==> src/arf_defines.svh <==
/*
   Register indices, field positions, reset values and timing counts of the
   rate and false-alarm filter configuration block.
   Assumes inclusion by its bare name from any file that needs the figures.
*/
`ifndef ARF_DEFINES_SVH
`define ARF_DEFINES_SVH

// ==========================================================================
// Register indices; the bus byte address is four times the index.
`define ARF_STAT_IDX      8'h40
`define ARF_CFG0_IDX      8'h4c
`define ARF_CFG1_IDX      8'h4d
`define ARF_IDX_W         8

// ==========================================================================
// Field positions and reset values.
`define ARF_ANY_ALARM_BIT 6
`define ARF_RATE_LSB      8
`define ARF_CHF_LSB       5
`define ARF_TMF_LSB       3
`define ARF_CFG1_RST      16'h0070
`define ARF_RATE_RST      2'h0
`define ARF_CHF_RST       3'h3
`define ARF_TMF_RST       2'h2

// ==========================================================================
// Timing: the full conversion rate and the clock rate, both in kHz.
`define ARF_CLK_KHZ       10000
`define ARF_BASE_KSPS     500
`define ARF_BASE_CYC      (`ARF_CLK_KHZ / `ARF_BASE_KSPS)

// ==========================================================================
// Bus response codes.
`define ARF_RESP_OKAY     2'h0
`define ARF_RESP_SLVERR   2'h2

`endif

==> src/arf_pkg.sv <==
/*
   Types shared by the rate and false-alarm filter configuration block.
   Assumes arf_defines.svh supplies the numeric constants.
*/
package arf_pkg;

   // ========================================================================
   // Configuration fields as they leave the register.
   typedef struct packed {
      logic [1:0] rate_sel;
      logic [2:0] chan_filt;
      logic [1:0] temp_filt;
   } arf_cfg_t;

   // ========================================================================
   // Read channel states, one-hot.
   typedef enum logic [1:0] {
      ARF_RD_IDLE = 2'b01,
      ARF_RD_RESP = 2'b10
   } arf_rd_state_t;

endpackage

==> src/arf_top.sv <==
/*
   Rate and false-alarm filter configuration registers with alarm status,
   reached over an AXI4-Lite slave port.
   Assumes one 10 MHz clock, a synchronous active-low reset, and that the
   sample strobes and out-of-range flags are synchronous to that clock.
*/
`timescale 1ns/1ps
`default_nettype none
`include "arf_defines.svh"

module arf_top #(
   parameter int NCH    = 4,
   parameter int NTEMP  = 3,
   parameter int ADDR_W = 12
) (
   // Clock and reset.
   input  wire logic                  aclk,
   input  wire logic                  aresetn,
   // AXI4-Lite write address and data.
   input  wire logic [ADDR_W-1:0]     s_axi_awaddr,
   input  wire logic                  s_axi_awvalid,
   output logic                       s_axi_awready,
   input  wire logic [31:0]           s_axi_wdata,
   input  wire logic [3:0]            s_axi_wstrb,
   input  wire logic                  s_axi_wvalid,
   output logic                       s_axi_wready,
   // AXI4-Lite write response.
   output logic [1:0]                 s_axi_bresp,
   output logic                       s_axi_bvalid,
   input  wire logic                  s_axi_bready,
   // AXI4-Lite read.
   input  wire logic [ADDR_W-1:0]     s_axi_araddr,
   input  wire logic                  s_axi_arvalid,
   output logic                       s_axi_arready,
   output logic [31:0]                s_axi_rdata,
   output logic [1:0]                 s_axi_rresp,
   output logic                       s_axi_rvalid,
   input  wire logic                  s_axi_rready,
   // Samples: channels in the low bits, temperature monitors above them.
   input  wire logic [NCH+NTEMP-1:0]  smp_valid,
   input  wire logic [NCH+NTEMP-1:0]  smp_out_of_range,
   // Block outputs.
   output logic                       conv_start,
   output arf_pkg::arf_cfg_t          cfg,
   output logic [NCH+NTEMP-1:0]       alarm_bits,
   output logic                       any_alarm_flag
);
   import arf_pkg::*;

   localparam int NSRC = NCH + NTEMP;
   localparam logic [7:0] BASE_CYC = 8'(`ARF_BASE_CYC);

   // =======================================================================
   // Shared declarations.
   arf_cfg_t             cfg_q, cfg_d;
   logic [NSRC-1:0]      stat_q, stat_d;
   logic                 any_q, any_d;
   logic [NSRC-1:0]      hit;
   logic                 stat_rd_clr;

   // Write channel state.
   logic                 aw_have_q, aw_have_d;
   logic [ADDR_W-1:0]    aw_addr_q, aw_addr_d;
   logic                 w_have_q, w_have_d;
   logic [31:0]          w_data_q, w_data_d;
   logic [3:0]           w_strb_q, w_strb_d;
   logic                 awready_q, awready_d;
   logic                 wready_q, wready_d;
   logic                 bvalid_q, bvalid_d;
   logic [1:0]           bresp_q, bresp_d;

   // Read channel state.
   arf_rd_state_t        rd_q, rd_d;
   logic                 arready_q, arready_d;
   logic [31:0]          rdata_q, rdata_d;
   logic [1:0]           rresp_q, rresp_d;

   // Rate divider state.
   logic [7:0]           div_q, div_d;
   logic                 conv_q, conv_d;

   // =======================================================================
   // Register word as software sees it; unlisted bits stay zero.
   function automatic logic [31:0] read_word(input logic [`ARF_IDX_W-1:0] idx);
      logic [31:0] w;
      w = 32'h0;
      case (idx)
         `ARF_STAT_IDX: w[NSRC-1:0] = stat_q;
         `ARF_CFG0_IDX: w[`ARF_ANY_ALARM_BIT] = any_q;
         `ARF_CFG1_IDX: begin
            w[`ARF_RATE_LSB +: 2] = cfg_q.rate_sel;
            w[`ARF_CHF_LSB +: 3]  = cfg_q.chan_filt;
            w[`ARF_TMF_LSB +: 2]  = cfg_q.temp_filt;
         end
         default: w = 32'h0;
      endcase
      return w;
   endfunction

   // Decoded register index of a byte address.
   function automatic logic [`ARF_IDX_W-1:0] idx_of(input logic [ADDR_W-1:0] a);
      return a[`ARF_IDX_W+1:2];
   endfunction

   // Whether an index names a register at all.
   function automatic logic is_mapped(input logic [`ARF_IDX_W-1:0] idx);
      return (idx == `ARF_STAT_IDX) || (idx == `ARF_CFG0_IDX) || (idx == `ARF_CFG1_IDX);
   endfunction

   // =======================================================================
   // Write channel: address and data are taken independently, and the write
   // takes effect once both are held and no response is pending.
   always_comb begin
      logic                   do_wr;
      logic [`ARF_IDX_W-1:0]  widx;
      logic [15:0]            cur;
      logic [15:0]            nxt;
      do_wr     = 1'b0;
      widx      = idx_of(aw_addr_q);
      cur       = 16'(read_word(`ARF_CFG1_IDX));
      nxt       = cur;
      aw_have_d = aw_have_q;
      aw_addr_d = aw_addr_q;
      w_have_d  = w_have_q;
      w_data_d  = w_data_q;
      w_strb_d  = w_strb_q;
      bvalid_d  = bvalid_q && !s_axi_bready;                        // Response leaves once taken.
      bresp_d   = bresp_q;
      cfg_d     = cfg_q;
      if (s_axi_awvalid && awready_q) begin
         aw_have_d = 1'b1;
         aw_addr_d = s_axi_awaddr;
      end
      if (s_axi_wvalid && wready_q) begin
         w_have_d = 1'b1;
         w_data_d = s_axi_wdata;
         w_strb_d = s_axi_wstrb;
      end
      if (aw_have_q && w_have_q && !bvalid_q) begin
         do_wr     = 1'b1;
         aw_have_d = 1'b0;
         w_have_d  = 1'b0;
         bvalid_d  = 1'b1;
         bresp_d   = is_mapped(widx) ? `ARF_RESP_OKAY : `ARF_RESP_SLVERR;
      end
      // Byte lanes merge into the current value; only the writable fields
      // are picked back out, so reserved positions keep no state.
      nxt[7:0]  = w_strb_q[0] ? w_data_q[7:0] : cur[7:0];
      nxt[15:8] = w_strb_q[1] ? w_data_q[15:8] : cur[15:8];
      if (do_wr && (widx == `ARF_CFG1_IDX)) begin
         cfg_d.rate_sel  = nxt[`ARF_RATE_LSB +: 2];
         cfg_d.chan_filt = nxt[`ARF_CHF_LSB +: 3];
         cfg_d.temp_filt = nxt[`ARF_TMF_LSB +: 2];
      end
      awready_d = !aw_have_d && !bvalid_d;
      wready_d  = !w_have_d && !bvalid_d;
   end

   // Write channel and configuration registers.
   always_ff @(posedge aclk) begin
      if (!aresetn) begin
         aw_have_q <= 1'b0;
         aw_addr_q <= '0;
         w_have_q  <= 1'b0;
         w_data_q  <= 32'h0;
         w_strb_q  <= 4'h0;
         awready_q <= 1'b0;
         wready_q  <= 1'b0;
         bvalid_q  <= 1'b0;
         bresp_q   <= `ARF_RESP_OKAY;
         cfg_q.rate_sel  <= `ARF_RATE_RST;
         cfg_q.chan_filt <= `ARF_CHF_RST;
         cfg_q.temp_filt <= `ARF_TMF_RST;
      end else begin
         aw_have_q <= aw_have_d;
         aw_addr_q <= aw_addr_d;
         w_have_q  <= w_have_d;
         w_data_q  <= w_data_d;
         w_strb_q  <= w_strb_d;
         awready_q <= awready_d;
         wready_q  <= wready_d;
         bvalid_q  <= bvalid_d;
         bresp_q   <= bresp_d;
         cfg_q     <= cfg_d;
      end
   end

   // =======================================================================
   // Read channel: one read at a time, answered the cycle after it is taken.
   always_comb begin
      logic [`ARF_IDX_W-1:0] ridx;
      ridx        = idx_of(s_axi_araddr);
      rd_d        = rd_q;
      rdata_d     = rdata_q;
      rresp_d     = rresp_q;
      stat_rd_clr = 1'b0;
      case (rd_q)
         ARF_RD_IDLE: begin
            if (s_axi_arvalid && arready_q) begin
               rd_d        = ARF_RD_RESP;
               rdata_d     = read_word(ridx);
               rresp_d     = is_mapped(ridx) ? `ARF_RESP_OKAY : `ARF_RESP_SLVERR;
               stat_rd_clr = (ridx == `ARF_STAT_IDX);
            end
         end
         ARF_RD_RESP: begin
            if (s_axi_rready) begin
               rd_d = ARF_RD_IDLE;
            end
         end
         default: rd_d = ARF_RD_IDLE;
      endcase
      arready_d = (rd_d == ARF_RD_IDLE);
   end

   // Read channel registers.
   always_ff @(posedge aclk) begin
      if (!aresetn) begin
         rd_q      <= ARF_RD_IDLE;
         arready_q <= 1'b0;
         rdata_q   <= 32'h0;
         rresp_q   <= `ARF_RESP_OKAY;
      end else begin
         rd_q      <= rd_d;
         arready_q <= arready_d;
         rdata_q   <= rdata_d;
         rresp_q   <= rresp_d;
      end
   end

   // =======================================================================
   // Conversion rate divider: one start pulse per sample period, the period
   // stretched by a power of two from the rate select.
   always_comb begin
      logic [7:0] period;
      period = BASE_CYC << cfg_q.rate_sel;
      conv_d = (div_q >= period - 8'h1);
      div_d  = conv_d ? 8'h0 : div_q + 8'h1;
   end

   // Divider registers.
   always_ff @(posedge aclk) begin
      if (!aresetn) begin
         div_q  <= 8'h0;
         conv_q <= 1'b0;
      end else begin
         div_q  <= div_d;
         conv_q <= conv_d;
      end
   end

   // =======================================================================
   // Consecutive-sample filters, one per source.
   for (genvar i = 0; i < NSRC; i++) begin : g_src
      logic [8:0] cnt_q, cnt_d;
      logic [8:0] thr;

      // Threshold from the filter code of this source's group.
      always_comb begin
         if (i < NCH) begin
            thr = (cfg_q.chan_filt == 3'h0) ? 9'h1
                                            : 9'h1 << ({1'b0, cfg_q.chan_filt} + 4'h1);
         end else begin
            thr = 9'h1 << cfg_q.temp_filt;
         end
      end

      // Count the run; the count saturates at the threshold so a long run
      // cannot wrap round and fall silent.
      always_comb begin
         cnt_d  = cnt_q;
         hit[i] = 1'b0;
         if (smp_valid[i]) begin
            if (smp_out_of_range[i]) begin
               hit[i] = ({1'b0, cnt_q} + 10'h1) >= {1'b0, thr};
               cnt_d  = (cnt_q >= thr) ? cnt_q : cnt_q + 9'h1;
            end else begin
               cnt_d = 9'h0;
            end
         end
      end

      // Run counter.
      always_ff @(posedge aclk) begin
         if (!aresetn) begin
            cnt_q <= 9'h0;
         end else begin
            cnt_q <= cnt_d;
         end
      end
   end

   // =======================================================================
   // Sticky status bits and the global flag. A new alarm in the cycle of the
   // clearing read survives it, so no event is lost between read and clear.
   always_comb begin
      stat_d = (stat_q & ~{NSRC{stat_rd_clr}}) | hit;
      any_d  = |stat_d;
   end

   // Status registers.
   always_ff @(posedge aclk) begin
      if (!aresetn) begin
         stat_q <= '0;
         any_q  <= 1'b0;
      end else begin
         stat_q <= stat_d;
         any_q  <= any_d;
      end
   end

   // =======================================================================
   // Outputs, each straight from a flip-flop.
   assign s_axi_awready  = awready_q;
   assign s_axi_wready   = wready_q;
   assign s_axi_bvalid   = bvalid_q;
   assign s_axi_bresp    = bresp_q;
   assign s_axi_arready  = arready_q;
   assign s_axi_rvalid   = rd_q[1];                                 // One-hot answer state bit.
   assign s_axi_rdata    = rdata_q;
   assign s_axi_rresp    = rresp_q;
   assign conv_start     = conv_q;
   assign cfg            = cfg_q;
   assign alarm_bits     = stat_q;
   assign any_alarm_flag = any_q;

endmodule // arf_top

`default_nettype wire

==> config.mk <==
export PLATFORM = sky130hd
export DESIGN_NAME = arf_top
export DESIGN_NICKNAME = d
export VERILOG_FILES = /design/src/arf_pkg.sv /design/src/arf_top.sv
export VERILOG_INCLUDE_DIRS = /design/src
export SDC_FILE = /design/constraint.sdc
export NUM_CORES = 1
export LEC_CHECK = 0
export ABC_AREA = 1
export BUFFER_PORTS_ARGS = -buffer_cell sky130_fd_sc_hd__buf_2
export CAP_MARGIN = 5
export CORE_UTILIZATION = 40
export CTS_CLUSTER_DIAMETER = 30
export CTS_CLUSTER_SIZE = 25
export DETAILED_ROUTE_END_ITERATION = 8
export SYNTH_ARGS = -nofsm -noshare
export SYNTH_HDL_FRONTEND = slang
export SYNTH_SLANG_ARGS = --single-unit
==> constraint.sdc <==
create_clock -name aclk -period 7.08 [get_ports aclk]
set_clock_uncertainty 0.2 [all_clocks]
set_input_delay 0 -clock aclk [delete_from_list [all_inputs] [get_ports aclk]]
set_output_delay 0 -clock aclk [all_outputs]
set_load 0.02 [all_outputs]
Word-level counts from Yosys, hierarchy flattened

Index checks and enable logic that the tools add are counted.

Bits in registers: 131
Word-level logic and storage cells: 159
Output and inout bits: 57

Bitwise operators: 4
Equal/unequal tests: 16
Multiplexer cells: 46
Shift-type cells: 3
Magnitude comparators: 15
Reductions and logical operators: 31
Add/sub/neg operators: 17

Operators with widths:

| kind                   | count |
|---|---|
| $mux W9                | 15 |
| $add A9 B1 Y10 const B | 7 |
| $ge A10 B9 Y1          | 7 |
| $add A9 B1 Y9 const B  | 7 |
| $ge A9 B9 Y1           | 7 |
| $eq A8 B7 Y1 const B   | 6 |
| $mux W1                | 22 |
| $reduce_and A2 Y1      | 10 |
| $ne A2 B2 Y1 const B   | 7 |
| $logic_and A1 B1 Y1    | 9 |
| $shl A1 B2 Y9 const A  | 1 |
| $shl A1 B4 Y9 const A  | 1 |
| $add A8 B1 Y8 const B  | 1 |
| $ge A8 B8 Y1           | 1 |
| $mux W2                | 4 |
| $shl A5 B2 Y8 const A  | 1 |
| $sub A8 B1 Y8 const B  | 1 |
| $and A7 B7 Y7          | 1 |
| $not A7 Y7             | 1 |
| $or A7 B7 Y7           | 1 |
| $reduce_or A7 Y1       | 1 |
| $mux W3                | 2 |
| $pmux W3 S2            | 1 |
| $logic_not A1 Y1       | 5 |
| other kinds (9)        | 13 |

Longest topological paths before layout

Gate-level depths: netlist of run 1.

Depth in word-level cells: 8
Depth in mapped cells: 21

Worst setup path after synthesis of run 1

No wires, ideal clock.

Path type: reg2reg
Start point: reg cfg_q, in the netlist cfg[5]
End point: reg div_q[2]
Library setup time: 81 ps
Path slack: 4625 ps
Required time: 6799 ps
Cell stages (with the launch flop): 10
Arrival time: 2174 ps
Buffers on the path: 0
Cell sequence: dfxtp_1 > inv_1 > ha_1 > xor2_1 > ha_1 > a21oi_1 > a21oi_1 > a2111oi_1 > nand2_1 > nor3b_1

Word-level cells in the longest chain between the ends: 4

RTL lines:

| item                       | line           | text |
|---|---|---|
| start: declaration         | arf_top.sv:55  | `arf_cfg_t cfg_q, cfg_d;` |
| start signal: assignment   | arf_top.sv:184 | `cfg_q <= cfg_d;` |
| $shl A5 B2 Y8              | arf_top.sv:236 | `period = BASE_CYC << cfg_q.rate_sel;` |
| $sub A8 B1 Y8              | arf_top.sv:237 | `conv_d = (div_q >= period - 8'h1);` |
| $ge A8 B8 Y1               | arf_top.sv:237 |  |
| $reduce_or A2 Y1 (no line) | -              |  |
| end signal: assignment     | arf_top.sv:247 | `div_q <= div_d;` |
| end: declaration           | arf_top.sv:79  | `logic [7:0] div_q, div_d;` |

Every way passes these cells.
A chain may end at the register's enable or synchronous reset.

Worst setup path in the final report of run 1

Start point: reg cfg_q, in the netlist cfg[4]
End point: reg g_src[0].cnt_q[6]

Word-level cells in the longest chain between the ends: 6

RTL lines:

| item                          | line           | text |
|---|---|---|
| $add A3 B1 Y4                 | arf_top.sv:262 | `: 9'h1 << ({1'b0, cfg_q.chan_filt} + 4'h1);` |
| $shl A1 B4 Y9                 | arf_top.sv:262 |  |
| $mux W9 *                     | arf_top.sv:261 | `thr = (cfg_q.chan_filt == 3'h0) ? 9'h1` |
| $ge A9 B9 Y1 *                | arf_top.sv:276 | `cnt_d = (cnt_q >= thr) ? cnt_q : cnt_q + 9'h1;` |
| $ne A2 B2 Y1 (no line) *      | -              |  |
| $reduce_and A2 Y1 (no line) * | -              |  |
| end signal: assignment        | arf_top.sv:288 | `cnt_q <= cnt_d;` |
| end: declaration              | arf_top.sv:255 | `logic [8:0] cnt_q, cnt_d;` |

Mark *: on every way between the ends. The rest lies on a longest branch, timed or not.

==> results of run 1 <==
==> final cells by class <==
cell class	instances	share of cell area (%)
flip-flops and latches	124	23.9
repair buffers	158	11.4
inverters	138	5.00
clock inverters	15	1.50
well taps	270	3.26
clock buffers	17	4.10
multi-input cells	915	50.8
==> registers in the layout, summed over array words and instances (netlist names), 2 cells and up <==
signal       flops
g_src.cnt_q     63
s_axi_rdata     10
aw_addr_q        8
div_q            8
alarm_bits       7
cfg              7
w_data_q         7
rd_q             2
w_strb_q         2
==> what timing repair did <==
action,4_1_cts,5_1_grt
hold endpoints to repair,109,0
buffers inserted,0,0
hold buffers,75,0
==> power breakdown <==
part | switching [W] | internal, W
registers | 0.0000155 | 0.000716
clock network | 0.000376 | 0.000497
logic | 0.0000921 | 0.0000701
==> metal layers <==
layer  vias up  wire length (µm)
met5         -                 0
met4         0               222
met3        18               862
met2       164              9690
met1      3557             10800
li1       4259                 -
==> layout by cell type, fill, tap and decap left out, drive strengths merged, types with 5 or more instances in the layout <==
cell         Yosys  final
a21o             5      5
dfxtp          124    124
clkinv           6      7
xnor2            6      6
dlygate4sd3      0     75
nand3           85     85
nor3            30     30
clkbuf          12     17
buf             28     83
a21oi           96     96
nor2           128    128
xor2            28     28
o21ai           45     45
nand4           31     31
a22oi            9      9
nand2          268    268
nand3b           8      8
inv            132    141
nor4             8      8
ha             115    115
conb             2     30
==> logic make-up after synthesis <==
| family | share of synthesized area [%] |
|---|---|
| other | 0.0893 |
| adders and majority gates | 17.1 |
| buffers and inverters | 9.10 |
| xor gates and xnor gates | 3.54 |
| and+or+nand+nor | 29.5 |
| DFF | 29.5 |
| AOI/OAI and AO/OA | 11.1 |
==> final timing paths <==
path                                from                              to  slack [ns]  cells past startpoint
max                  cfg[4]$_SDFFE_PN0P_  g_src[0].cnt_q[6]$_SDFFE_PN0P_        3.00                     12
min                        s_axi_awvalid        s_axi_awready$_SDFF_PN0_        0.03                      4
max reg2reg          cfg[4]$_SDFFE_PN0P_  g_src[0].cnt_q[6]$_SDFFE_PN0P_        3.00                     12
min reg2reg  s_axi_rdata[2]$_SDFFE_PN0P_     s_axi_rdata[2]$_SDFFE_PN0P_        0.26                      2
==> critical path, cell delays in order, from the launching register on <==
cell,delay [ns]
dfxtp_1,0.39
inv_1,0.15
nand3_1,0.47
ha_1,0.54
nand4_1,0.10
or3_1,0.31
nand4_1,0.14
nand2_1,0.07
nand2_1,0.10
dlygate4sd3_1,0.77
nand2_1,0.11
a21oi_1,0.14
dlygate4sd3_1,0.56
==> per-stage QoR <==
step,worst slack (ns),cells
CTS,3.06,1637
global placement,4.04,1530
global route,2.78,1637
detailed placement,4.07,1530
finish,3.00,1637
floorplan,4.62,1217
==> flow_metrics.env, run 1 <==
export IMPL_synth_area_leaders="dfxtp_1 (30%), ha_1 (17%), nand2_1 (12%)"
export IMPL_ant_nets=0
export IMPL_grt_pass1_wl_um=36100
export IMPL_nNetsFinal=1550
export IMPL_cap_violations=0
export IMPL_power_leakage_nw=4.91
export IMPL_total_power_w=0.00177
export IMPL_place_hpwl_um=15100
export IMPL_fin_crit_sh_pct=57.7
export IMPL_clock_sinks=124
export IMPL_seq_area_mm2=0.00248
export IMPL_start_util_pct=41.2
export IMPL_avgSynthCellArea_um2=7.07
export IMPL_start_kind="register"
export IMPL_cts_tree="built"
export IMPL_synth_top_cell_area_share_pct=29.5
export IMPL_met3_usage_pct=3.57
export IMPL_wl_per_cell_um=13.2
export IMPL_ys_seq_area_share_pct=29.5
export IMPL_die_area_mm2=0.0216
export IMPL_synth_area_mm2=0.00841
export IMPL_core_mm2=0.0204
export IMPL_drtPass1Iterations=5
export IMPL_cts_root_buf="clkbuf_16"
export IMPL_yosysTopAreaCell="dfxtp_1"
export IMPL_met2_usage_pct=33.6
export IMPL_drt_total_wl_um=21600
export IMPL_multi_input_area_mm2=0.00527
export IMPL_setup_viol=0
export IMPL_cts_path_max_buffers=2
export IMPL_nFillCells=2035
export IMPL_synth_cells=1189
export IMPL_vias=7998
export IMPL_place_area_mm2=0.00903
export IMPL_gp_congestion=0.854
export IMPL_grt_most_used_layer="met2"
export IMPL_clk_pin_slew_worst_paths_ns=0.06
export IMPL_slew_headroom_pct=53.9
export IMPL_drc=0
export IMPL_synth_most_common_cell="nand2_1"
export IMPL_die_h_um=147
export IMPL_ys_top_cells_by_count="nand2_1 (266), inv_1 (125), dfxtp_1 (124)"
export IMPL_ys_types=44
export IMPL_final_util_pct=50.7
export IMPL_rsz0062_at_grt="no"
export IMPL_finalSetupTns_ns=0
export IMPL_clock_latency_ns=0.43
export IMPL_outcome="finished, final reports clean"
export IMPL_power_density_mw_per_mm2=170
export IMPL_hold_class="input port to register"
export IMPL_rows=52
export IMPL_met1_usage_pct=28.3
export IMPL_synthFlopType="dfxtp_1"
export IMPL_worstMarginPinSlew_ns=0.692
export IMPL_grt_total_usage_pct=20.7
export IMPL_h_tree_depth=4
export IMPL_cts_resized=0
export IMPL_final_max_slew_viol_count=0
export IMPL_antenna_found_initial=0
export IMPL_finalCriticalPeriod_ns=4.08
export IMPL_ioPinCount=138
export IMPL_yosysWarningCount=0
export IMPL_postLayoutCellArea_mm2=0.0104
export IMPL_grt_max_degree=60
export IMPL_maxClockFrequency_mhz=245
export IMPL_cp_end_kind="register"
export IMPL_grt_ovfl_total=0
export IMPL_critPathKind="register to register"
export IMPL_grt_pass1_vias=7342
export IMPL_hold_viol=0
export IMPL_vdd_ir_drop_max_v=0.000160
export IMPL_synth_edf_count=0
export IMPL_cp_arrival_ns=4.25
export IMPL_ys_ff_latch=124
export IMPL_antenna_cells=0
export IMPL_die_x_um=147
export IMPL_cts_buffers=17
export IMPL_numPortBuffers=78
export IMPL_syn2layout_area_growth_pct=23.2
export IMPL_hold_ws_ns=0.0311
export IMPL_viasPerCell=4.89
export IMPL_critPathMaxFanout=8
export IMPL_synthArstFlopShare_pct=0
export IMPL_drtIter0Drc=452
export IMPL_drive_gt1_share_pct=10.3
export IMPL_required_ns=7.25
Note: power is estimated with default switching activity, not from simulation.
==> run 2: changes to the inputs <==
- ABC_AREA: 1 -> 0
- clock period: 7.08 -> 3.7 ns (I/O delays scaled with it)
==> run 2 against run 1 <==
Non-clock buffer count up 18; worst setup slack worse by 2.8 ns; largest power group unchanged; critical endpoint is now alarm_bits[2]$_SDFF_PN0_; via count down 9.6%; count of clock-buffer cells in the layout up 5; register-to-register slack worse by 2.8 ns; die area down 5.8%; area after synthesis down 5.9%.
==> flow_metrics.env, run 2 <==
export IMPL_drive_gt1_share_pct=12.4
export IMPL_antenna_cells=0
export IMPL_die_x_um=143
export IMPL_power_leakage_nw=4.60
export IMPL_cp_slowest_cell="dlygate4sd3_1"
export IMPL_cp_end_kind="register"
export IMPL_drtIter0Drc=413
export IMPL_start_util_pct=40.8
export IMPL_grt_most_used_layer="met2"
export IMPL_avgSynthCellArea_um2=8.53
export IMPL_syn2layout_area_growth_pct=27.9
export IMPL_cts_path_max_buffers=2
export IMPL_ys_types=62
export IMPL_synth_top_cell_area_share_pct=31.4
export IMPL_hold_class="input port to register"
export IMPL_ys_seq_area_share_pct=31.4
export IMPL_grt_total_usage_pct=21.0
export IMPL_grt_ovfl_total=0
export IMPL_nFillCells=1839
export IMPL_synth_area_mm2=0.00791
export IMPL_regMostFlops="g_src.cnt_q"
export IMPL_cts_buffers=17
export IMPL_power_density_mw_per_mm2=367
export IMPL_gp_congestion=0.833
export IMPL_h_tree_depth=4
export IMPL_clk_pin_slew_worst_paths_ns=0.06
export IMPL_antenna_found_initial=0
export IMPL_cts_root_buf="clkbuf_16"
export IMPL_met2_usage_pct=35.0
export IMPL_ys_top_cells_by_count="dfxtp_1 (124), ha_1 (115), nand2_1 (93)"
export IMPL_layout_commonest_cell="dfxtp_1"
export IMPL_seq_area_mm2=0.00248
export IMPL_fin_crit_sh_pct=95.5
export IMPL_ioPinCount=138
export IMPL_cts_tree="built"
export IMPL_final_cell_mix="dfxtp_1 (123), ha_1 (115), nand2_1 (93)"
export IMPL_multi_input_area_mm2=0.00517
export IMPL_finalSetupTns_ns=0
export IMPL_cap_violations=0
export IMPL_drt_total_wl_um=20500
export IMPL_wl_per_cell_um=14.8
export IMPL_final_max_slew_viol_count=0
export IMPL_viasPerCell=5.22
export IMPL_final_cells=1385
export IMPL_clock_sinks=124
export IMPL_worstMarginPinSlew_ns=0.821
export IMPL_postCtsSetupBuffers=0
export IMPL_cp_top_family="simple AND/OR/NAND/NOR gates"
export IMPL_synth_most_common_cell="dfxtp_1"
export IMPL_vias=7231
export IMPL_ant_nets=0
export IMPL_place_inst=1266
export IMPL_slew_headroom_pct=45.3
export IMPL_synth_area_leaders="dfxtp_1 (31%), ha_1 (18%), nand2_1 (4.4%)"
export IMPL_critPathKind="register to register"
export IMPL_setup_viol=0
export IMPL_synthFlopType="dfxtp_1"
export IMPL_core_mm2=0.0194
export IMPL_critPathMaxFanout=5
export IMPL_clock_latency_ns=0.42
export IMPL_vdd_ir_drop_max_v=0.000319
export IMPL_numPortBuffers=78
export IMPL_nNetsFinal=1303
export IMPL_outcome="finished, final reports clean"
export IMPL_cp_arrival_ns=3.61
export IMPL_start_kind="register"
export IMPL_slowest_delay_ns=0.57
export IMPL_met1_usage_pct=27.5
export IMPL_maxClockFrequency_mhz=283
export IMPL_yosysTopAreaCell="dfxtp_1"
export IMPL_crit_chain="nand3_2 > or3_1 > or2_2 > nand2_1 > ha_1 > o21ai_0 > nor2_1 > o2111ai_1 > dlygate4sd3_1 > a21oi_1 > nor2_1 > dlygate4sd3_1 > nor2_1"
export IMPL_met3_usage_pct=3.59
export IMPL_hold_viol=0
export IMPL_ys_ff_latch=124
export IMPL_final_util_pct=52.2
export IMPL_die_h_um=143
export IMPL_drtPass1Iterations=5
export IMPL_synth_edf_count=0
export IMPL_place_hpwl_um=14200
export IMPL_cp_common_cell="nor2_1"
export IMPL_yosysWarningCount=0
export IMPL_synthArstFlopShare_pct=0
export IMPL_grt_pass1_wl_um=33400
export IMPL_grt_max_degree=68
export IMPL_grt_pass1_vias=6720
export IMPL_required_ns=3.78
export IMPL_drc=0
export IMPL_rows=51
export IMPL_finalCriticalPeriod_ns=3.53
export IMPL_largest_reg_flops=63
export IMPL_crit_buf_inv=2
export IMPL_die_area_mm2=0.0204
export IMPL_rsz0062_at_grt="no"
export IMPL_synth_cells=928
-- run 2: metal layers --
metal	vias up	part of all wire (%)
li1	3700	-
met1	3357	49
met2	154	46
met3	20	4.0
met4	0	1.3
met5	-	0
-- run 2: what timing repair did --
item | in CTS | in global routing
hold buffers | 87 | 0
setup endpoints to repair | 0 | 2
resized for setup | 0 | 3
hold endpoints to repair | 78 | 0
-- run 2: power by group --
group	internal, W	leakage, nW	switching [W]
Sequential	0.00138	1.00	0.0000365
Clock	0.00128	0.311	0.000616
Combinational	0.000181	3.28	0.000218
-- run 2: area by class of cell --
| cell class | count | area share (%) |
|---|---|---|
| clock inverter | 10 | 2.09 |
| tap | 265 | 3.28 |
| timing repair buffer | 176 | 13.3 |
| sequential | 124 | 24.5 |
| clock buffer | 22 | 4.49 |
| inverter | 32 | 1.19 |
| multi-input combinational | 756 | 51.1 |
-- run 2: logic make-up after synthesis --
family                   share of synthesized area, %
AO/OA/AOI/OAI                                    20.5
XOR/XNOR                                         3.32
flip-flops                                       31.4
AND/OR/NAND/NOR                                  20.7
other                                          0.0949
multiplexers                                     1.14
adder cells (fa/ha/maj)                          18.2
buffers and inverters                            4.74
-- run 2: worst register-to-register path, delay by kind of cell, from the launching register on --
kind,cells,cell delay [ns]
AND/OR/NAND/NOR,7,1.14
AO/OA/AOI/OAI,3,0.27
adder cells (fa/ha/maj),1,0.23
buffers and inverters,2,1.12
flip-flops,1,0.43
-- run 2: through the flow --
step	hold slack, ns	cell area (µm²)	worst slack, ns	power, W
finish	0.0447	10100	0.166	0.00371
global route	0.100	10100	0.00793	0.00385
CTS	0.0453	10100	0.0803	0.00374
detailed placement	0.0594	8570	0.377	0.00175
global placement	0.0569	8570	0.424	0.00175
floorplan	-0.0995	8020	0.322	0.00167
-- run 2: path summary, 6_finish.rpt --
kind | depth (start not counted) | to | slack (ns) | startpoint
min reg2reg | 1 | div_q[0]$_SDFF_PP0_ | 0.25 | div_q[0]$_SDFF_PP0_
min | 6 | s_axi_rdata[7]$_SDFFE_PN0P_ | 0.04 | s_axi_araddr[3]
max | 13 | alarm_bits[2]$_SDFF_PN0_ | 0.17 | g_src[2].cnt_q[0]$_SDFFE_PN0P_
max reg2reg | 13 | alarm_bits[2]$_SDFF_PN0_ | 0.17 | g_src[2].cnt_q[0]$_SDFFE_PN0P_
